[src/rtl/ulfpc_regs.svh]
// Register offsets, field positions and constants of the line, flow and pin control block.
// Assumes inclusion by bare name from any file that needs them.
`ifndef ULFPC_REGS_SVH
`define ULFPC_REGS_SVH
`define ULFPC_OFF_PKT        12'h00C
`define ULFPC_OFF_LAT        12'h010
`define ULFPC_OFF_NTF        12'h018
`define ULFPC_OFF_FLOW       12'h040
`define ULFPC_OFF_RESUME     12'h044
`define ULFPC_OFF_PAUSE      12'h048
`define ULFPC_OFF_LOOP       12'h04C
`define ULFPC_OFF_ERR        12'h050
`define ULFPC_OFF_BRK        12'h054
`define ULFPC_OFF_TURN       12'h058
`define ULFPC_OFF_FUNC       12'h05C
`define ULFPC_OFF_DIR        12'h060
`define ULFPC_OFF_MASK       12'h064
`define ULFPC_OFF_SET        12'h068
`define ULFPC_OFF_CLR        12'h06C
`define ULFPC_OFF_LVL        12'h070
`define ULFPC_OFF_BAUD       12'h074
`define ULFPC_FLOW_HALF      3
`define ULFPC_LOOP_EN        2
`define ULFPC_ERR_BRK        3
`define ULFPC_ERR_FRM        4
`define ULFPC_ERR_PAR        5
`define ULFPC_ERR_OVR        6
`define ULFPC_ERR_LIVE       7
`define ULFPC_FUNC_POL       3
`define ULFPC_PKT_SIZE       1
`define ULFPC_PKT_LARGE      7'h40
`define ULFPC_PKT_SMALL      7'h3F
`define ULFPC_LAT_BAUD       32'h0000B749
`define ULFPC_TMO_CHARS      2'h3
`define ULFPC_ZERO8          8'h00
`endif

[src/rtl/ulfpc_pkg.sv]
// Types of the line, flow and pin control block.
// Assumes ulfpc_regs.svh for numeric constants.
package ulfpc_pkg;
    typedef enum logic [2:0] {
        ULFPC_FLOW_NONE  = 3'h0,
        ULFPC_FLOW_HW    = 3'h1,
        ULFPC_FLOW_SW    = 3'h2,
        ULFPC_FLOW_MDRX  = 3'h3,
        ULFPC_FLOW_MDALL = 3'h4
    } ulfpc_flow_t;
    typedef enum logic [2:0] {
        ULFPC_PIN_GP     = 3'h0,
        ULFPC_PIN_RTSCTS = 3'h1,
        ULFPC_PIN_DTRDSR = 3'h2,
        ULFPC_PIN_DIR    = 3'h3,
        ULFPC_PIN_DIRADR = 3'h4
    } ulfpc_pinfn_t;
    typedef enum logic [1:0] {
        ULFPC_DIR_IDLE = 2'h0,
        ULFPC_DIR_TX   = 2'h1,
        ULFPC_DIR_HOLD = 2'h2
    } ulfpc_dir_t;
    typedef struct packed {
        logic       rx_valid;
        logic [7:0] rx_data;
        logic       brk_event;
        logic       brk_live;
        logic       frm_err;
        logic       par_err;
        logic       ovr_err;
    } ulfpc_rx_t;
endpackage : ulfpc_pkg

[src/rtl/ulfpc_top.sv]
// Flow mode, address match, line error flags, break, transceiver direction, general
// pins, packet size and prompt receive forwarding of a USB-attached UART, on APB.
// Assumes a shifter and receiver outside; receive events arrive as one-cycle pulses.
//
// Decided for this implementation: register access over APB.
`timescale 1ns/1ps
`include "ulfpc_regs.svh"
// Functional notes
// - Mode 0 none; mode 2 software pause/resume.
// - Mode 1 hardware flow, pair by function.
// - Mode 3 receive only after address match.
// - Mode 4 both directions after match.
// - Half duplex ignores receive while transmitting.
// - Pause char halts, resume char restarts transmit.
// - Multidrop uses both chars as addresses.
// - Loop bit routes transmit into receive.
// - Sticky break flag, cleared by read.
// - Sticky framing and parity flags, read clears.
// - Sticky overrun flag, read clears.
// - Bit 7 shows break live.
// - Nonzero break register forces break after character.
// - Direction held turnaround bit times after transmit.
// - Function codes 0,1,2 assign pins.
// - Codes 3,4 make pin 5 direction.
// - Polarity bit sets direction level when transmitting.
// - Direction bits only steer general pins.
// - Masked input change raises notify pulse.
// - Set and clear registers drive latches.
// - Packet size bit, set on class command.
// - Low latency auto set below 46921 baud.
// - Withhold receive until packet or timeout.
module ulfpc_top #(
    parameter int NPINS = 6
) (
    input  wire logic                pclk,
    input  wire logic                presetn,
    input  wire logic                psel,
    input  wire logic                penable,
    input  wire logic                pwrite,
    input  wire logic [11:0]         paddr,
    input  wire logic [31:0]         pwdata,
    output logic                     pready,
    output logic [31:0]              prdata,
    output logic                     pslverr,
    input  wire ulfpc_pkg::ulfpc_rx_t rx_in,
    input  wire logic                serial_rx,
    input  wire logic                shifter_tx,
    input  wire logic                tx_busy,
    input  wire logic                bit_tick,
    input  wire logic                char_tick,
    input  wire logic                class_cmd,
    input  wire logic                bulk_in_req,
    input  wire logic [6:0]          rx_count,
    input  wire logic [NPINS-1:0]    aux_pin_in,
    output logic [NPINS-1:0]         aux_pin_out,
    output logic [NPINS-1:0]         aux_pin_oe_n,
    output logic                     serial_tx,
    output logic                     rx_line,
    output logic                     rx_accept,
    output logic [7:0]               rx_data,
    output logic                     tx_enable,
    output logic                     break_active,
    output logic                     rx_forward,
    output logic                     pin_notify,
    output logic [6:0]               max_bulk_packet_size
);
    // ----------------------------------------------------------------
    // Register state
    // ----------------------------------------------------------------
    logic [7:0] packet_and_wide_ctl, prompt_forward_ctl, notify_pin_select;
    logic [7:0] flow_mode_reg, resume_char, pause_char, internal_loop_ctl;
    logic [7:0] line_error_flags, send_break_ctl, turnaround_delay;
    logic [7:0] pin_function_select, pin_direction, pin_change_notify_mask;
    logic [NPINS-1:0] out_latch, pin_prev;
    logic [31:0] baud_rate;
    logic       paused, addr_matched, brk_engaged;
    logic [7:0] next_pkt, next_lat, next_ntf, next_flow, next_res, next_pau, next_loop;
    logic [7:0] next_err, next_brk, next_turn, next_func, next_dir, next_mask;
    logic [NPINS-1:0] next_latch;
    logic [31:0] next_baud, next_prdata;
    logic       next_paused, next_matched, next_engaged;
    logic       wr, rd, hit;
    ulfpc_pkg::ulfpc_flow_t  fmode;
    ulfpc_pkg::ulfpc_pinfn_t pfn;
    logic [NPINS-1:0] gp_mask;
    logic       rx_ok, is_md, rx_gate;

    assign wr = psel && penable && pwrite;
    assign rd = psel && penable && !pwrite;
    assign pready = 1'b1;
    assign pslverr = 1'b0;
    assign fmode = ulfpc_pkg::ulfpc_flow_t'(flow_mode_reg[2:0]);
    assign pfn = ulfpc_pkg::ulfpc_pinfn_t'(pin_function_select[2:0]);
    assign is_md = (fmode == ulfpc_pkg::ULFPC_FLOW_MDRX) || (fmode == ulfpc_pkg::ULFPC_FLOW_MDALL);

    // ----------------------------------------------------------------
    // Receive path
    // ----------------------------------------------------------------
    // Loop feeds serial_tx back, break included, half duplex blanks while transmitting
    assign rx_line = internal_loop_ctl[`ULFPC_LOOP_EN] ? serial_tx : serial_rx;
    assign rx_gate = flow_mode_reg[`ULFPC_FLOW_HALF] && tx_busy;
    assign rx_ok = rx_in.rx_valid && !rx_gate;
    always_comb begin
        next_paused  = paused;
        next_matched = addr_matched;
        if (rx_ok && fmode == ulfpc_pkg::ULFPC_FLOW_SW) begin
            if (rx_in.rx_data == pause_char) next_paused = 1'b1;
            else if (rx_in.rx_data == resume_char) next_paused = 1'b0;
        end
        if (!(fmode == ulfpc_pkg::ULFPC_FLOW_SW)) next_paused = 1'b0;
        // Data bytes after the address must not drop the match
        if (rx_ok && is_md && ((rx_in.rx_data == resume_char) || (rx_in.rx_data == pause_char)))
            next_matched = 1'b1;
        if (!is_md) next_matched = 1'b0;
    end
    // Address bytes themselves are not passed on
    assign rx_accept = rx_ok && (!is_md || (addr_matched &&
                       rx_in.rx_data != resume_char && rx_in.rx_data != pause_char));
    always_ff @(posedge pclk or negedge presetn) begin
        if (!presetn) rx_data <= `ULFPC_ZERO8;
        else if (rx_accept) rx_data <= rx_in.rx_data;
    end

    // ----------------------------------------------------------------
    // Transmit gating, hardware flow and break
    // ----------------------------------------------------------------
    logic peer_ready;
    always_comb begin
        peer_ready = 1'b1;
        if (fmode == ulfpc_pkg::ULFPC_FLOW_HW) begin
            if (pfn == ulfpc_pkg::ULFPC_PIN_RTSCTS) peer_ready = !aux_pin_in[4];
            else if (pfn == ulfpc_pkg::ULFPC_PIN_DTRDSR) peer_ready = !aux_pin_in[2];
        end
    end
    assign tx_enable = peer_ready && !paused && !brk_engaged && !send_break_ctl[0] &&
                       (send_break_ctl == `ULFPC_ZERO8) &&
                       (fmode != ulfpc_pkg::ULFPC_FLOW_MDALL || addr_matched);
    always_comb begin
        next_engaged = brk_engaged;
        if (send_break_ctl == `ULFPC_ZERO8) next_engaged = 1'b0;
        else if (!tx_busy) next_engaged = 1'b1;
    end
    assign break_active = brk_engaged;
    assign serial_tx = brk_engaged ? 1'b0 : shifter_tx;

    // ----------------------------------------------------------------
    // Transceiver direction
    // ----------------------------------------------------------------
    ulfpc_pkg::ulfpc_dir_t dstate, next_dstate;
    logic [3:0] dcnt, next_dcnt;
    logic dir_mode, dir_on;
    assign dir_mode = (pfn == ulfpc_pkg::ULFPC_PIN_DIR) ||
                      (pfn == ulfpc_pkg::ULFPC_PIN_DIRADR && addr_matched);
    always_comb begin
        next_dstate = dstate;
        next_dcnt   = dcnt;
        case (dstate)
            ulfpc_pkg::ULFPC_DIR_IDLE: if (tx_busy && dir_mode) next_dstate = ulfpc_pkg::ULFPC_DIR_TX;
            ulfpc_pkg::ULFPC_DIR_TX: begin
                if (!tx_busy) begin
                    next_dcnt   = turnaround_delay[3:0];
                    next_dstate = (turnaround_delay[3:0] == 4'h0) ?
                                  ulfpc_pkg::ULFPC_DIR_IDLE : ulfpc_pkg::ULFPC_DIR_HOLD;
                end
            end
            ulfpc_pkg::ULFPC_DIR_HOLD: begin
                if (tx_busy) next_dstate = ulfpc_pkg::ULFPC_DIR_TX;
                else if (bit_tick) begin
                    next_dcnt = dcnt - 4'h1;
                    if (dcnt == 4'h1) next_dstate = ulfpc_pkg::ULFPC_DIR_IDLE;
                end
            end
            default: next_dstate = ulfpc_pkg::ULFPC_DIR_IDLE;
        endcase
    end
    assign dir_on = (dstate != ulfpc_pkg::ULFPC_DIR_IDLE);

    // ----------------------------------------------------------------
    // Auxiliary pins
    // ----------------------------------------------------------------
    genvar gi;
    generate
        for (gi = 0; gi < NPINS; gi++) begin : g_pin
            logic uart_fn;
            assign uart_fn = ((pfn == ulfpc_pkg::ULFPC_PIN_RTSCTS) && (gi == 4 || gi == 5)) ||
                             ((pfn == ulfpc_pkg::ULFPC_PIN_DTRDSR) && (gi == 2 || gi == 3)) ||
                             (dir_mode && gi == 5) ||
                             ((pfn == ulfpc_pkg::ULFPC_PIN_DIRADR) && gi == 5);
            assign gp_mask[gi] = !uart_fn;
            always_ff @(posedge pclk or negedge presetn) begin
                if (!presetn) begin
                    aux_pin_out[gi]  <= 1'b1;
                    aux_pin_oe_n[gi] <= 1'b1;
                end else if (uart_fn) begin
                    aux_pin_oe_n[gi] <= (gi == 4 || gi == 2);
                    if (gi == 5 && pfn >= ulfpc_pkg::ULFPC_PIN_DIR)
                        aux_pin_out[gi] <= dir_on ~^ pin_function_select[`ULFPC_FUNC_POL];
                    else
                        aux_pin_out[gi] <= !(rx_count < `ULFPC_PKT_SMALL);
                end else begin
                    aux_pin_oe_n[gi] <= !pin_direction[gi];
                    aux_pin_out[gi]  <= out_latch[gi];
                end
            end
        end
    endgenerate
    always_comb begin
        next_latch = out_latch;
        if (wr && paddr == `ULFPC_OFF_SET) next_latch = out_latch | pwdata[NPINS-1:0];
        if (wr && paddr == `ULFPC_OFF_CLR) next_latch = out_latch & ~pwdata[NPINS-1:0];
    end
    logic next_notify;
    assign next_notify = |((aux_pin_in ^ pin_prev) & gp_mask & ~pin_direction[NPINS-1:0] &
                           pin_change_notify_mask[NPINS-1:0]);

    // ----------------------------------------------------------------
    // Prompt forwarding
    // ----------------------------------------------------------------
    logic [1:0] tmo_cnt, next_tmo;
    always_comb begin
        next_tmo = tmo_cnt;
        if (rx_accept || rx_count == 7'h00) next_tmo = 2'h0;
        else if (char_tick && tmo_cnt != `ULFPC_TMO_CHARS) next_tmo = tmo_cnt + 2'h1;
    end
    assign max_bulk_packet_size = packet_and_wide_ctl[`ULFPC_PKT_SIZE] ?
                                  `ULFPC_PKT_SMALL : `ULFPC_PKT_LARGE;
    assign rx_forward = bulk_in_req && (rx_count != 7'h00) && (prompt_forward_ctl[0] ||
                        rx_count >= max_bulk_packet_size || tmo_cnt == `ULFPC_TMO_CHARS);

    // ----------------------------------------------------------------
    // Register writes and error flags
    // ----------------------------------------------------------------
    logic [7:0] errw;
    always_comb begin
        next_pkt = packet_and_wide_ctl; next_lat = prompt_forward_ctl;
        next_ntf = notify_pin_select;   next_flow = flow_mode_reg;
        next_res = resume_char;         next_pau = pause_char;
        next_loop = internal_loop_ctl;  next_brk = send_break_ctl;
        next_turn = turnaround_delay;   next_func = pin_function_select;
        next_dir = pin_direction;       next_mask = pin_change_notify_mask;
        next_baud = baud_rate;
        if (wr) begin
            case (paddr)
                `ULFPC_OFF_PKT:    next_pkt  = {6'h00, pwdata[1:0]};
                `ULFPC_OFF_LAT:    next_lat  = {7'h00, pwdata[0]};
                `ULFPC_OFF_NTF:    next_ntf  = {1'b0, pwdata[6:3], 1'b0, pwdata[1:0]};
                `ULFPC_OFF_FLOW:   next_flow = {4'h0, pwdata[3:0]};
                `ULFPC_OFF_RESUME: next_res  = pwdata[7:0];
                `ULFPC_OFF_PAUSE:  next_pau  = pwdata[7:0];
                `ULFPC_OFF_LOOP:   next_loop = {5'h00, pwdata[2], 2'h0};
                `ULFPC_OFF_BRK:    next_brk  = pwdata[7:0];
                `ULFPC_OFF_TURN:   next_turn = {4'h0, pwdata[3:0]};
                `ULFPC_OFF_FUNC:   next_func = {4'h0, pwdata[3:0]};
                `ULFPC_OFF_DIR:    next_dir  = {2'h0, pwdata[5:0]};
                `ULFPC_OFF_MASK:   next_mask = {2'h0, pwdata[5:0]};
                `ULFPC_OFF_BAUD: begin
                    next_baud = pwdata;
                    next_lat  = {7'h00, (pwdata < `ULFPC_LAT_BAUD)};
                end
                default: ;
            endcase
        end
        if (class_cmd) next_pkt[`ULFPC_PKT_SIZE] = 1'b1;
        // Read clears sticky flags; a same-cycle event still sets
        errw = (rd && paddr == `ULFPC_OFF_ERR) ? `ULFPC_ZERO8 : line_error_flags;
        next_err = errw;
        if (rx_in.brk_event) next_err[`ULFPC_ERR_BRK] = 1'b1;
        if (rx_in.frm_err && !rx_gate) next_err[`ULFPC_ERR_FRM] = 1'b1;
        if (rx_in.par_err && !rx_gate) next_err[`ULFPC_ERR_PAR] = 1'b1;
        if (rx_in.ovr_err) next_err[`ULFPC_ERR_OVR] = 1'b1;
        next_err[`ULFPC_ERR_LIVE] = rx_in.brk_live;
        next_err[2:0] = 3'h0;
    end

    // ----------------------------------------------------------------
    // Read mux
    // ----------------------------------------------------------------
    logic [NPINS-1:0] lvl;
    assign lvl = aux_pin_in;
    always_comb begin
        next_prdata = 32'h00000000;
        case (paddr)
            `ULFPC_OFF_PKT:    next_prdata[7:0] = packet_and_wide_ctl;
            `ULFPC_OFF_LAT:    next_prdata[7:0] = prompt_forward_ctl;
            `ULFPC_OFF_NTF:    next_prdata[7:0] = notify_pin_select;
            `ULFPC_OFF_FLOW:   next_prdata[7:0] = flow_mode_reg;
            `ULFPC_OFF_RESUME: next_prdata[7:0] = resume_char;
            `ULFPC_OFF_PAUSE:  next_prdata[7:0] = pause_char;
            `ULFPC_OFF_LOOP:   next_prdata[7:0] = internal_loop_ctl;
            `ULFPC_OFF_ERR:    next_prdata[7:0] = line_error_flags;
            `ULFPC_OFF_BRK:    next_prdata[7:0] = send_break_ctl;
            `ULFPC_OFF_TURN:   next_prdata[7:0] = turnaround_delay;
            `ULFPC_OFF_FUNC:   next_prdata[7:0] = pin_function_select;
            `ULFPC_OFF_DIR:    next_prdata[NPINS-1:0] = pin_direction[NPINS-1:0] & gp_mask;
            `ULFPC_OFF_MASK:   next_prdata[7:0] = pin_change_notify_mask;
            `ULFPC_OFF_LVL:    next_prdata[NPINS-1:0] = lvl;
            `ULFPC_OFF_BAUD:   next_prdata = baud_rate;
            default: ;
        endcase
    end
    assign prdata = next_prdata;

    // ----------------------------------------------------------------
    // State registers
    // ----------------------------------------------------------------
    always_ff @(posedge pclk or negedge presetn) begin
        if (!presetn) begin
            packet_and_wide_ctl <= `ULFPC_ZERO8; prompt_forward_ctl <= `ULFPC_ZERO8;
            notify_pin_select <= `ULFPC_ZERO8;   flow_mode_reg <= `ULFPC_ZERO8;
            resume_char <= `ULFPC_ZERO8;         pause_char <= `ULFPC_ZERO8;
            internal_loop_ctl <= `ULFPC_ZERO8;   line_error_flags <= `ULFPC_ZERO8;
            send_break_ctl <= `ULFPC_ZERO8;      turnaround_delay <= `ULFPC_ZERO8;
            pin_function_select <= `ULFPC_ZERO8; pin_direction <= `ULFPC_ZERO8;
            pin_change_notify_mask <= `ULFPC_ZERO8;
            out_latch <= '1;  pin_prev <= '0;  pin_notify <= 1'b0;
            baud_rate <= 32'h00000000;
            paused <= 1'b0;  addr_matched <= 1'b0;  brk_engaged <= 1'b0;
            dstate <= ulfpc_pkg::ULFPC_DIR_IDLE;  dcnt <= 4'h0;  tmo_cnt <= 2'h0;
        end else begin
            packet_and_wide_ctl <= next_pkt;  prompt_forward_ctl <= next_lat;
            notify_pin_select <= next_ntf;    flow_mode_reg <= next_flow;
            resume_char <= next_res;          pause_char <= next_pau;
            internal_loop_ctl <= next_loop;   line_error_flags <= next_err;
            send_break_ctl <= next_brk;       turnaround_delay <= next_turn;
            pin_function_select <= next_func; pin_direction <= next_dir;
            pin_change_notify_mask <= next_mask;
            out_latch <= next_latch;  pin_prev <= aux_pin_in;  pin_notify <= next_notify;
            baud_rate <= next_baud;
            paused <= next_paused;  addr_matched <= next_matched;  brk_engaged <= next_engaged;
            dstate <= next_dstate;  dcnt <= next_dcnt;  tmo_cnt <= next_tmo;
        end
    end

    // ----------------------------------------------------------------
    // Checks
    // ----------------------------------------------------------------
    a_pause_halts: assert property (@(posedge pclk) disable iff (!presetn)
        (rx_ok && fmode == ulfpc_pkg::ULFPC_FLOW_SW && rx_in.rx_data == pause_char)
        |=> !tx_enable) else $error("pause char did not halt transmit");
    a_loop_route: assert property (@(posedge pclk) disable iff (!presetn)
        internal_loop_ctl[`ULFPC_LOOP_EN] |-> (rx_line == serial_tx))
        else $error("loop not routing transmit");
    a_brk_sticky: assert property (@(posedge pclk) disable iff (!presetn)
        rx_in.brk_event |=> line_error_flags[`ULFPC_ERR_BRK]) else $error("break flag lost");
    a_err_clear: assert property (@(posedge pclk) disable iff (!presetn)
        (rd && paddr == `ULFPC_OFF_ERR && !rx_in.frm_err) |=> !line_error_flags[`ULFPC_ERR_FRM])
        else $error("framing flag not cleared");
    a_ovr_sticky: assert property (@(posedge pclk) disable iff (!presetn)
        rx_in.ovr_err |=> line_error_flags[`ULFPC_ERR_OVR]) else $error("overrun flag lost");
    a_brk_live: assert property (@(posedge pclk) disable iff (!presetn)
        ##1 line_error_flags[`ULFPC_ERR_LIVE] == $past(rx_in.brk_live))
        else $error("live break mismatch");
    a_brk_drive: assert property (@(posedge pclk) disable iff (!presetn)
        (send_break_ctl != `ULFPC_ZERO8 && !tx_busy) |=> !serial_tx)
        else $error("break not driven");
    a_half_block: assert property (@(posedge pclk) disable iff (!presetn)
        (flow_mode_reg[`ULFPC_FLOW_HALF] && tx_busy) |-> !rx_accept)
        else $error("receive accepted in half duplex");
    a_pkt_size: assert property (@(posedge pclk) disable iff (!presetn)
        class_cmd |=> max_bulk_packet_size == `ULFPC_PKT_SMALL) else $error("packet size");
    a_md_tx: assert property (@(posedge pclk) disable iff (!presetn)
        (fmode == ulfpc_pkg::ULFPC_FLOW_MDALL && !addr_matched) |-> !tx_enable)
        else $error("transmit before address match");
endmodule : ulfpc_top

[config.mk]
export PLATFORM = sky130hd
export DESIGN_NAME = ulfpc_top
export DESIGN_NICKNAME = d
export VERILOG_FILES = /design/src/rtl/ulfpc_pkg.sv /design/src/rtl/ulfpc_top.sv
export VERILOG_INCLUDE_DIRS = /design/src /design/src/rtl
export SDC_FILE = /design/constraint.sdc
export NUM_CORES = 1
export LEC_CHECK = 0
export ABC_AREA = 1
export BUFFER_PORTS_ARGS = -buffer_cell sky130_fd_sc_hd__buf_2
export CAP_MARGIN = 20
export CORE_MARGIN = 3
export CORE_UTILIZATION = 60
export DETAILED_ROUTE_END_ITERATION = 12
export PLACE_DENSITY = 0.85
export SLEW_MARGIN = 20
export SYNTH_ARGS = -nofsm -noshare
export SYNTH_HDL_FRONTEND = slang
export SYNTH_SLANG_ARGS = --single-unit
[constraint.sdc]
create_clock -name pclk -period 4 [get_ports pclk]
set_input_delay 0.2 -clock pclk [delete_from_list [all_inputs] [get_ports pclk]]
set_output_delay 0.2 -clock pclk [all_outputs]
set_load 0.01 [all_outputs]
; Word-level counts from Yosys, hierarchy flattened
; Cells that the tools add are included.
[classes]
add_sub_neg = 2
magnitude_cmp = 4
eq_ne = 45
muxes = 50
bitwise = 10
reduce_logical = 88
[op_table]
columns = operator, count
row1 = $eq A12 B7 Y1 const B, 14
row2 = $pmux W6 S15, 1
row3 = $lt A32 B16 Y1 const B, 1
row4 = $and A6 B6 Y6, 5
row5 = $reduce_and A2 Y1, 15
row6 = $mux W1, 27
row7 = $logic_and A1 B1 Y1, 26
row8 = $eq A12 B5 Y1 const B, 2
row9 = $mux W24, 1
row10 = $reduce_bool A2 Y1, 11
row11 = $mux W2, 10
row12 = $logic_not A1 Y1, 18
row13 = $eq A8 B8 Y1, 2
row14 = $ne A8 B8 Y1, 2
row15 = $pmux W8 S2, 1
row16 = $mux W7, 2
row17 = $pmux W2 S7, 1
row18 = $eq A12 B4 Y1 const B, 1
row19 = $eq A3 B2 Y1 const B, 4
row20 = $mux W4, 3
row21 = $mux W6, 2
row22 = $not A6 Y6, 2
row23 = $logic_or A1 B1 Y1, 10
row24 = $ne A2 B2 Y1 const B, 5
row25 = 25 further kinds, 33
[word_totals]
regBits = 146
in_bits = 83
output_inout_bits = 68
wordCells = 240

; Longest topological paths before layout
; Gate-level depths: netlist (run 1).
[logic_depth]
ltp_word = 10
mapped_depth = 11
depth_no_buf = 11

; Least setup slack after synthesis (run 1)
; No wires, ideal clock.
[synth_timing]
kind = flip-flop to output port
start = register packet_and_wide_ctl[1]
end = output rx_forward
arrival_ps = 1556
required_time_ps = 3800
slack_ps = 2244
path_stages_with_launch = 9
n_path_buf = 0
cell_sequence = dfrtp_1 > inv_1 > ha_1 > nand2_1 > o21ai_0 > nand4_1 > nand3_1 > nor2_1 > a21oi_1
[synth_via]
elab_chain_len = 5
[synth_rtl]
columns = item, line
row1 = "start, declared", ulfpc_top.sv:70  ; logic [7:0] packet_and_wide_ctl, prompt_forward_ctl, notify_pin_select;
row2 = "start signal, assigned", ulfpc_top.sv:308  ; packet_and_wide_ctl <= `ULFPC_ZERO8; prompt_forward_ctl <= `ULFPC_ZERO8;
row3 = "start signal, assigned", ulfpc_top.sv:320  ; packet_and_wide_ctl <= next_pkt; prompt_forward_ctl <= next_lat;
row4 = $mux W7 (no source line), -
row5 = net max_bulk_packet_size[6], ulfpc_top.sv:65  ; output logic [6:0] max_bulk_packet_size
row6 = $ge A7 B7 Y1, ulfpc_top.sv:228  ; rx_count >= max_bulk_packet_size || tmo_cnt == `ULFPC_TMO_CHARS);
row7 = $logic_or A1 B1 Y1, ulfpc_top.sv:227  ; assign rx_forward = bulk_in_req && (rx_count != 7'h00) && (prompt_forward_ctl[0] ||
row8 = $logic_or A1 B1 Y1 (no source line), -
row9 = $logic_and A1 B1 Y1, ulfpc_top.sv:227
row10 = "end, declared", ulfpc_top.sv:63  ; output logic rx_forward,
; The timed path passes the listed nets, and every way through them passes these cells.

; Final worst setup path (run 1)
[layout_timing]
start = register packet_and_wide_ctl[1]
end = output rx_forward
[layout_via]
elab_chain_len = 5
[layout_rtl]
columns = item, line
row1 = $mux W7 (no source line), -
row2 = $ge A7 B7 Y1, ulfpc_top.sv:228
row3 = $logic_or A1 B1 Y1, ulfpc_top.sv:227
row4 = $logic_or A1 B1 Y1 (no source line), -
row5 = $logic_and A1 B1 Y1, ulfpc_top.sv:227
; No other way between the ends.

==> results.json, run 1 <==
{
  "max-vdd-ir-drop_mv": 0.319,
  "boundaryPins": 151,
  "synth_flop_cell": "dfrtp_1",
  "dp_hpwl_um": 14100,
  "gp_congestion": 0.982,
  "cts_resized": 0,
  "cts_setup_buffers": 0,
  "die_area_um2": 13700,
  "io_buffers": 148,
  "hold_viol": 0,
  "async_flop_share": 1.00,
  "synth_cell_types": 51,
  "post_synth.cell_area_avg_um2": 7.84,
  "cts_buffers": 17,
  "p_int_mw": 2.58,
  "synthesis.nets": 1034,
  "ys_seq_elements": 139,
  "skew_ns": 0.00784,
  "first_pass_iters": 5,
  "crit_required_ns": 3.80,
  "synthTopCellsByArea": "dfrtp_1 41%, nand2_1 13%, inv_1 6.7%",
  "grt_max_degree": 113,
  "p_leak_nw": 4.43,
  "p_switching_mw": 0.752,
  "rsz0062_at_grt": "false",
  "p_clk_frac": 0.499,
  "htreeDepth": 4,
  "routed_wirelength_um": 20000,
  "fin_crit_sh": 0.617,
  "hold_class": "in -> reg",
  "layout_common_cells": "249 x nand2_1, 147 x buf_2, 131 x inv_1, 121 x dfrtp_1, 83 x nor2_1",
  "syn2layout_area_growth_pct": 19.7,
  "vias": 6871,
  "drtAntennaViolNets": 0,
  "layout_setup_ws_ns": 1.53,
  "cp-start-kind": "flip-flop",
  "insertion_delay_ns": 0.43,
  "tns_ns": 0,
  "setup_viol": 0,
  "start_util": 0.630,
  "synthCells": 941,
  "antenna_found_initial": 0,
  "die_w_um": 117,
  "status": "completed",
  "largest_reg_flops": 32,
  "clk_pin_slew_ns": 0.05,
  "switching_share": 0.226,
  "rows": 39,
  "seqPwrFrac": 0.433,
  "grt_pass1_wl_um": 31900,
  "diodes": 0,
  "cts_tree": "built",
  "drive_gt1_frac": 0.218,
  "total_power_mw": 3.33,
  "dpl_worst_slack_ns": 1.92,
  "synth_top_area_frac": 0.410,
  "die_h_um": 117,
  "power_frac_comb": 0.068,
  "wl_per_cell_um": 16.0,
  "grt_pass1_vias": 6637,
  "relSlewSlack": 0.343,
  "clockBufferDepth": 2,
  "period_needed_ns": 2.47,
  "grt_overflow_total": 0,
  "yosys.area.top_type": "dfrtp_1",
  "power.density_nw_per_um2": 377,
  "route.detailed.drc": 0,
  "core_area_um2": 11700,
  "registers.top_by_ff_count": "baud_rate",
  "finalMaxSlewViolations": 0,
  "cts_sinks": 139,
  "syn-cell-area_um2": 7380,
  "post_drt_via_cell_ratio": 5.51,
  "nets": 1183,
  "synth_warnings": 0,
  "end_kind": "output port",
  "cap_violations": 0,
  "fmax_mhz": 405,
  "track_usage": 0.304,
  "mostFrequentLayoutCell": "nand2_1",
  "cp_max_fo": 11,
  "cts-hold-fix-buffers": 10,
  "synth_edf_count": 0,
  "drt_iter0_markers": 788,
  "worst_pin_slew_ns": 0.985,
  "timing_worst_setup_path_type": "reg -> out",
  "cts_root_buffer": "clkbuf_16",
  "synth_seq_area_share": 0.475,
  "arrival_ns": 2.27
}
-- logic make-up (layout without fill, tap and decap cells) --
family	count (synthesis)	after routing	share of synthesized area
adder cells (fa/ha/maj)	10	10	0.0170
AND/OR/NAND/NOR	451	451	0.271
other	2	2	0.00102
buffers and inverters	167	329	0.0987
XOR/XNOR	16	16	0.0190
multiplexers	2	2	0.00288
AO/OA/AOI/OAI	154	154	0.116
flip-flops	139	139	0.475
-- metal layers --
metal | vias up | track usage | wire length, um
met1 | 3146 | 0.391 | 8120
met5 | - | 0 | 0
met2 | 349 | 0.490 | 9350
met3 | 75 | 0.0735 | 1730
met4 | 0 | 0.144 | 763
li1 | 3301 | - | -
-- critical path: stages, from the launching register on --
cell,delay (ns)
dfrtp_1,0.55
inv_1,0.20
ha_1,0.35
nand2_1,0.06
nor2_1,0.14
nand4_1,0.11
nand3_1,0.11
nor2_1,0.05
a21oi_1,0.12
buf_2,0.14
-- worst paths after layout --
kind                                        start  cells after the start  slack (ns)                    endpoint
setup reg to reg                 flow_mode_reg[2]                      7        2.28                  tmo_cnt[1]
min in group asynchronous                 presetn                      2        0.48            pin_direction[3]
hold reg to reg                         flip-flop                      0        0.36              aux_pin_out[0]
setup / recovery           packet_and_wide_ctl[1]                      9        1.53                  rx_forward
max in group asynchronous                 presetn                      3        2.51  asynchronous set/reset pin
hold / removal                          class_cmd                      3        0.01      packet_and_wide_ctl[1]
-- power groups by stage --
| stage | Combinational [mW] | Sequential (mW) | Clock, mW |
|---|---|---|---|
| 2_1_floorplan | 0.0936 | 1.47 | 0 |
| 3_3_place_gp | 0.212 | 1.46 | 0 |
| 3_5_place_dp | 0.217 | 1.46 | 0 |
| 4_1_cts | 0.227 | 1.44 | 1.67 |
| 5_1_grt | 0.254 | 1.44 | 1.74 |
| 6_report | 0.226 | 1.44 | 1.66 |
-- Yosys cell counts (2+ instances only) --
| cell type | n |
|---|---|
| buf_6 | 8 |
| o21bai_1 | 3 |
| dfrtp_1 | 121 |
| nand3_1 | 46 |
| o22ai_1 | 2 |
| nor2_2 | 2 |
| o21a_1 | 3 |
| nand2_1 | 249 |
| nor3_1 | 16 |
| buf_2 | 7 |
| nor2_1 | 83 |
| inv_2 | 5 |
| nand3_2 | 3 |
| nand2_4 | 2 |
| o21ai_0 | 62 |
| ha_1 | 10 |
| nor2_4 | 6 |
| nand2_2 | 7 |
| o21ai_1 | 51 |
| conb_1 | 2 |
| xor2_1 | 6 |
| a21oi_2 | 5 |
| nor4_1 | 6 |
| nand4_1 | 21 |
| nor3_2 | 2 |
| clkbuf_1 | 7 |
| inv_1 | 131 |
| dfstp_2 | 18 |
| xnor2_1 | 10 |
| buf_4 | 8 |
| a21oi_1 | 13 |
| o21ai_2 | 5 |
| o211ai_1 | 2 |
| a31oi_1 | 2 |
-- through the flow --
stage / util / hold WS [ns] / std cells / instance area, um2
floorplan: - / -0.0956 / 941 / 7380
global placement: 0.692 / 0.324 / 1204 / 8110
detailed placement: 0.692 / 0.320 / 1204 / 8110
CTS: 0.754 / 0.00343 / 1246 / 8830
global route: 0.754 / 0.0155 / 1246 / 8830
finish: 0.754 / 0.0127 / 1246 / 8830
-- layout make-up --
type / instances / area (um2)
clock buffers: 20 / 457
repair buffers: 160 / 862
fillers: 887 / 2880
inverters: 137 / 517
clock inverters: 12 / 170
multi-input cells: 635 / 3150
flip-flops and latches: 139 / 3500
well taps: 143 / 179
(Power assumes the default switching activity.)
==> run 2: changes to the inputs <==
--- a/config.mk
+++ b/config.mk
@@ -10,9 +10,9 @@
 export BUFFER_PORTS_ARGS = -buffer_cell sky130_fd_sc_hd__buf_2
 export CAP_MARGIN = 20
 export CORE_MARGIN = 3
-export CORE_UTILIZATION = 60
+export CORE_UTILIZATION = 55
 export DETAILED_ROUTE_END_ITERATION = 12
-export PLACE_DENSITY = 0.85
+export PLACE_DENSITY = 0.79
 export SLEW_MARGIN = 20
 export SYNTH_ARGS = -nofsm -noshare
 export SYNTH_HDL_FRONTEND = slang
==> constraint.sdc (replaced) <==
create_clock -name pclk -period 2.5 [get_ports pclk]
set_input_delay 0.125 -clock pclk [delete_from_list [all_inputs] [get_ports pclk]]
set_output_delay 0.125 -clock pclk [all_outputs]
set_load 0.01 [all_outputs]
==> results.json, run 2 (same netlist as run 1, synthesis figures left out) <==
{
  "clk_pin_slew_ns": 0.06,
  "reg2reg_to": "tmo_cnt[1]",
  "drt_iter0_markers": 594,
  "cp-start-kind": "flip-flop",
  "htreeDepth": 4,
  "vias": 6961,
  "cts_root_buffer": "clkbuf_16",
  "start_util": 0.573,
  "die_h_um": 122,
  "hold_class": "in -> reg",
  "cp-startpoint": "pin_function_select[2]",
  "max-vdd-ir-drop_mv": 0.599,
  "die_w_um": 122,
  "cap_violations": 0,
  "period_needed_ns": 2.23,
  "tns_ns": 0,
  "grt_pass1_wl_um": 32800,
  "hold_viol": 0,
  "rsz0062_at_grt": "false",
  "clockBufferDepth": 2,
  "wl_per_cell_um": 15.6,
  "relSlewSlack": 0.621,
  "seqPwrFrac": 0.445,
  "num-fill-cells": 995,
  "cts_setup_buffers": 0,
  "grt_overflow_total": 0,
  "first_pass_iters": 6,
  "cts_tree": "built",
  "p_switching_mw": 1.22,
  "gp_congestion": 0.981,
  "routed_wirelength_um": 20500,
  "p_leak_nw": 4.58,
  "layout_common_cells": "249 x nand2_1, 147 x buf_2, 131 x inv_1, 120 x dfrtp_1, 83 x nor2_1",
  "track_usage": 0.286,
  "syn2layout_area_growth_pct": 25.1,
  "antenna_found_initial": 0,
  "whs_ns": 0.0208,
  "registers.top_by_ff_count": "baud_rate",
  "fin_crit_sh": 0.893,
  "r2r_setup_slack_ns": 0.85,
  "placed_cells": 1238,
  "mostFrequentLayoutCell": "nand2_1",
  "skew_ns": 0.00712,
  "boundaryPins": 151,
  "fmax_mhz": 448,
  "arrival_ns": 2.11,
  "total_power_mw": 5.18,
  "drtAntennaViolNets": 0,
  "end_kind": "output port",
  "io_buffers": 148,
  "timing_worst_setup_path_type": "reg -> out",
  "die_area_um2": 14800,
  "fin_util": 0.717,
  "grt_max_degree": 65,
  "switching_share": 0.235,
  "rows": 41,
  "power.density_nw_per_um2": 561,
  "diodes": 0,
  "drive_gt1_frac": 0.215,
  "crit_required_ns": 2.38,
  "cp_max_fo": 9,
  "reg2reg_from": "resume_char[5]",
  "setup_viol": 0,
  "post_drt_via_cell_ratio": 5.29,
  "p_int_mw": 3.96,
  "power_frac_comb": 0.080,
  "cts_sinks": 139,
  "p_clk_frac": 0.475,
  "nets": 1223,
  "largest_reg_flops": 32,
  "instances_no_fill": 1315,
  "worst_pin_slew_ns": 0.569,
  "insertion_delay_ns": 0.42,
  "critPathCapture": "prdata[2]",
  "r2r_cells": 11,
  "dp_hpwl_um": 14500,
  "status": "completed",
  "finalMaxSlewViolations": 0,
  "core_area_um2": 12900,
  "grt_pass1_vias": 6735,
  "route.detailed.drc": 0,
  "cts_buffers": 17
}
run 2: cell count changes in the layout (fill, tap and decap cells not counted), moves of 2 or more:
cell,previous run,this run
dlygate4sd3_1,10,45
buf_4,2,6
bufinv_16,4,1
clkinv_2,5,3
inv_4,1,3
run 2: what timing repair did:
action / 4_1_cts / 5_1_grt
hold buffers: 45 / 0
gates resized for setup: 0 / 1
endpoints found under the hold margin: 103 / 0
setup endpoints to repair: 0 / 1
run 2: area by class of cell:
cell class	instances	area, um2	area share
clock buffer	23	499	0.0541
sequential	139	3500	0.380
tap	172	215	0.0233
clock inverter	9	82.6	0.00895
timing repair buffer	200	1260	0.137
inverter	137	517	0.0560
multi-input combinational	635	3150	0.341
run 2: how the worst min path moves through the flow:
| stage | end | cells past startpoint | slack, ns | startpoint |
|---|---|---|---|---|
| finish | baud_rate[14] | 3 | 0.02 | pwdata[14] |
| global route | baud_rate[14] | 3 | 0.01 | pwdata[14] |
| detailed placement | pin_direction[2] | 1 | 0.14 | presetn |
| CTS | baud_rate[14] | 3 | 0.01 | pwdata[14] |
| floorplan | addr_matched | 0 | -0.17 | presetn |
| global placement | pin_direction[2] | 1 | 0.14 | presetn |
run 2: through the flow:
| step | cell area, um2 | worst slack, ns |
|---|---|---|
| 3_3_place_gp | 8190 | 0.518 |
| 4_1_cts | 9230 | 0.137 |
| 5_1_grt | 9230 | 0.137 |
| 6_report | 9230 | 0.267 |
| 2_1_floorplan | 7380 | 0.819 |
| 3_5_place_dp | 8190 | 0.467 |
run 2: power by group through the flow:
stage	logic (mW)	registers [mW]	clock network, mW
finish	0.412	2.31	2.46
global route	0.459	2.31	2.58
CTS	0.409	2.31	2.48
detailed placement	0.352	2.34	0
global placement	0.349	2.34	0
floorplan	0.150	2.35	0
run 2: critical path: stages (launching register included):
cell and delay, ns:
dfrtp_1 0.47, nor3_1 0.21, buf_4 0.18, inv_1 0.06, nand2_1 0.09, o21ai_0 0.11
nor2_1 0.23, nand3_1 0.16, buf_2 0.17
run 2: layer usage:
metal	GRT usage	vias to the layer above	routed length [um]
li1	-	3385	-
met1	0.373	3231	8720
met2	0.465	291	9540
met3	0.0590	54	1520
met4	0.122	0	669
met5	0	-	0
==> run 3: changes to the inputs <==
--- a/config.mk
+++ b/config.mk
@@ -10,9 +10,9 @@
 export BUFFER_PORTS_ARGS = -buffer_cell sky130_fd_sc_hd__buf_2
 export CAP_MARGIN = 20
 export CORE_MARGIN = 3
-export CORE_UTILIZATION = 55
+export CORE_UTILIZATION = 30
 export DETAILED_ROUTE_END_ITERATION = 12
-export PLACE_DENSITY = 0.79
+export PLACE_DENSITY = 0.48
 export SLEW_MARGIN = 20
 export SYNTH_ARGS = -nofsm -noshare
 export SYNTH_HDL_FRONTEND = slang
==> results.json, run 3 (same netlist as run 1, synthesis figures left out) <==
{
  "boundaryPins": 151,
  "cp_max_fo": 9,
  "skew_ns": 0.0130,
  "period_needed_ns": 2.32,
  "r2r_setup_slack_ns": 0.90,
  "dp_hpwl_um": 16900,
  "cap_violations": 0,
  "start_util": 0.310,
  "crit_required_ns": 2.38,
  "largest_reg_flops": 32,
  "vias": 6692,
  "htreeDepth": 4,
  "num-fill-cells": 2542,
  "cp-start-kind": "flip-flop",
  "hold_depth": 3,
  "cts_buffers": 17,
  "wl_per_cell_um": 15.4,
  "total_power_mw": 5.22,
  "io_buffers": 148,
  "end_kind": "output port",
  "insertion_delay_ns": 0.43,
  "die_h_um": 163,
  "drive_gt1_frac": 0.218,
  "grt_max_degree": 65,
  "timing_worst_setup_path_type": "reg -> out",
  "cts_sinks": 139,
  "core_area_um2": 23800,
  "die_w_um": 163,
  "p_leak_nw": 4.59,
  "cts_setup_buffers": 0,
  "rows": 56,
  "max-vdd-ir-drop_mv": 0.306,
  "rsz0062_at_grt": "false",
  "finalMaxSlewViolations": 0,
  "post_drt_via_cell_ratio": 4.56,
  "setup_viol": 0,
  "r2r_cells": 6,
  "crit_family": "simple AND/OR/NAND/NOR gates",
  "placed_area_um2": 8410,
  "registers.top_by_ff_count": "baud_rate",
  "fin_util": 0.396,
  "status": "completed",
  "cts_root_buffer": "clkbuf_16",
  "finish.instance_area_um2": 9430,
  "fin_crit_sh": 0.930,
  "drtAntennaViolNets": 0,
  "clockBufferDepth": 2,
  "worst_pin_slew_ns": 0.759,
  "track_usage": 0.171,
  "route.detailed.drc": 0,
  "layout_common_cells": "249 x nand2_1, 147 x buf_2, 131 x inv_1, 121 x dfrtp_1, 83 x nor2_1",
  "clk_pin_slew_ns": 0.07,
  "layout_setup_ws_ns": 0.176,
  "hold_class": "in -> reg",
  "dpl_worst_slack_ns": 0.378,
  "cp-startpoint": "pin_function_select[2]",
  "whs_endpoint": "baud_rate[14]",
  "grt_pass1_vias": 6512,
  "relSlewSlack": 0.490,
  "drt_iter0_markers": 347,
  "hold_start": "pwdata[14]",
  "gp_congestion": 0.937,
  "nets": 1227,
  "seq_area_um2": 3500,
  "reg2reg_from": "pin_function_select[2]",
  "tns_ns": 0,
  "cts_tree": "built",
  "routed_wirelength_um": 22600,
  "first_pass_iters": 5,
  "cp.buffers_inverters": 3,
  "grt_pass1_wl_um": 35400,
  "mostFrequentLayoutCell": "nand2_1",
  "cpPeakStageDelay_ns": 0.48,
  "antenna_found_initial": 0,
  "slowest_stage": "dfrtp_1",
  "hold_viol": 0,
  "die_area_um2": 26500,
  "multi_input_area_um2": 3150,
  "fmax_mhz": 430,
  "reg2reg_to": "pin_notify",
  "grt_overflow_total": 0,
  "arrival_ns": 2.20,
  "power.density_nw_per_um2": 553,
  "diodes": 0,
  "crit_chain": "nor3_1 -> buf_4 -> inv_1 -> nand2_1 -> o21ai_0 -> nor2_1 -> nand3_1 -> buf_2",
  "syn2layout_area_growth_pct": 27.9
}
[run 3: changes by cell type in the layout (fill, tap and decap cells not counted), moves of 2 or more]
cell,delta
buf_4,+4
clkinv_4,+2
clkbuf_8,-2
clkinv_2,-2
inv_8,+2
inv_4,-2
clkinvlp_4,+2
inv_6,+2
[run 3: repair_timing]
item | CTS | global route
hold buffers | 45 | 0
hold endpoints to repair | 136 | 0
resized for setup | 0 | 0
[run 3: cell type report]
| type | count | area share |
|---|---|---|
| Clock buffer | 19 | 0.0470 |
| Clock inverter | 13 | 0.0141 |
| Inverter | 137 | 0.0548 |
| Multi-Input combinational cell | 635 | 0.334 |
| Sequential cell | 139 | 0.371 |
| Tap cell | 319 | 0.0423 |
| Timing Repair Buffer | 204 | 0.137 |
[run 3: worst reg2reg max path: cells and delay by family (launching register included)]
kind,cells,cell delay [ns]
buffers and inverters,2,0.25
AO/OA/AOI/OAI,1,0.21
AND/OR/NAND/NOR,3,0.55
flip-flops,1,0.48
[run 3: report_power, final]
group / internal, mW / switching [mW] / leakage [nW]
registers: 2.28 / 0.0203 / 1.79
logic: 0.170 / 0.248 / 2.52
clock network: 1.42 / 1.08 / 0.274
[run 3: worst max path at each step]
| stage | slack [ns] | depth (start not counted) | to |
|---|---|---|---|
| floorplan | 0.82 | 8 | rx_forward |
| global placement | 0.40 | 7 | line_error_flags[5] |
| detailed placement | 0.38 | 7 | line_error_flags[4] |
| CTS | 0.15 | 9 | rx_forward |
| global route | 0.007 | 9 | rx_forward |
| finish | 0.18 | 8 | prdata[2] |
[run 3: routing by layer]
metal / part of all wire / track usage / up-vias
met5: 0 / 0 / -
met4: 0.013 / 0.0369 / 0
met3: 0.048 / 0.0361 / 17
met2: 0.46 / 0.275 / 177
met1: 0.48 / 0.240 / 3104
li1: - / - / 3394
[run 3: per-stage QoR]
| step | hold WS [ns] | cells |
|---|---|---|
| 2_1_floorplan | -0.171 | 941 |
| 3_3_place_gp | 0.00924 | 1389 |
| 3_5_place_dp | 0.0123 | 1389 |
| 4_1_cts | 0.000260 | 1466 |
| 5_1_grt | 0.0230 | 1466 |
| 6_report | 0.00521 | 1466 |
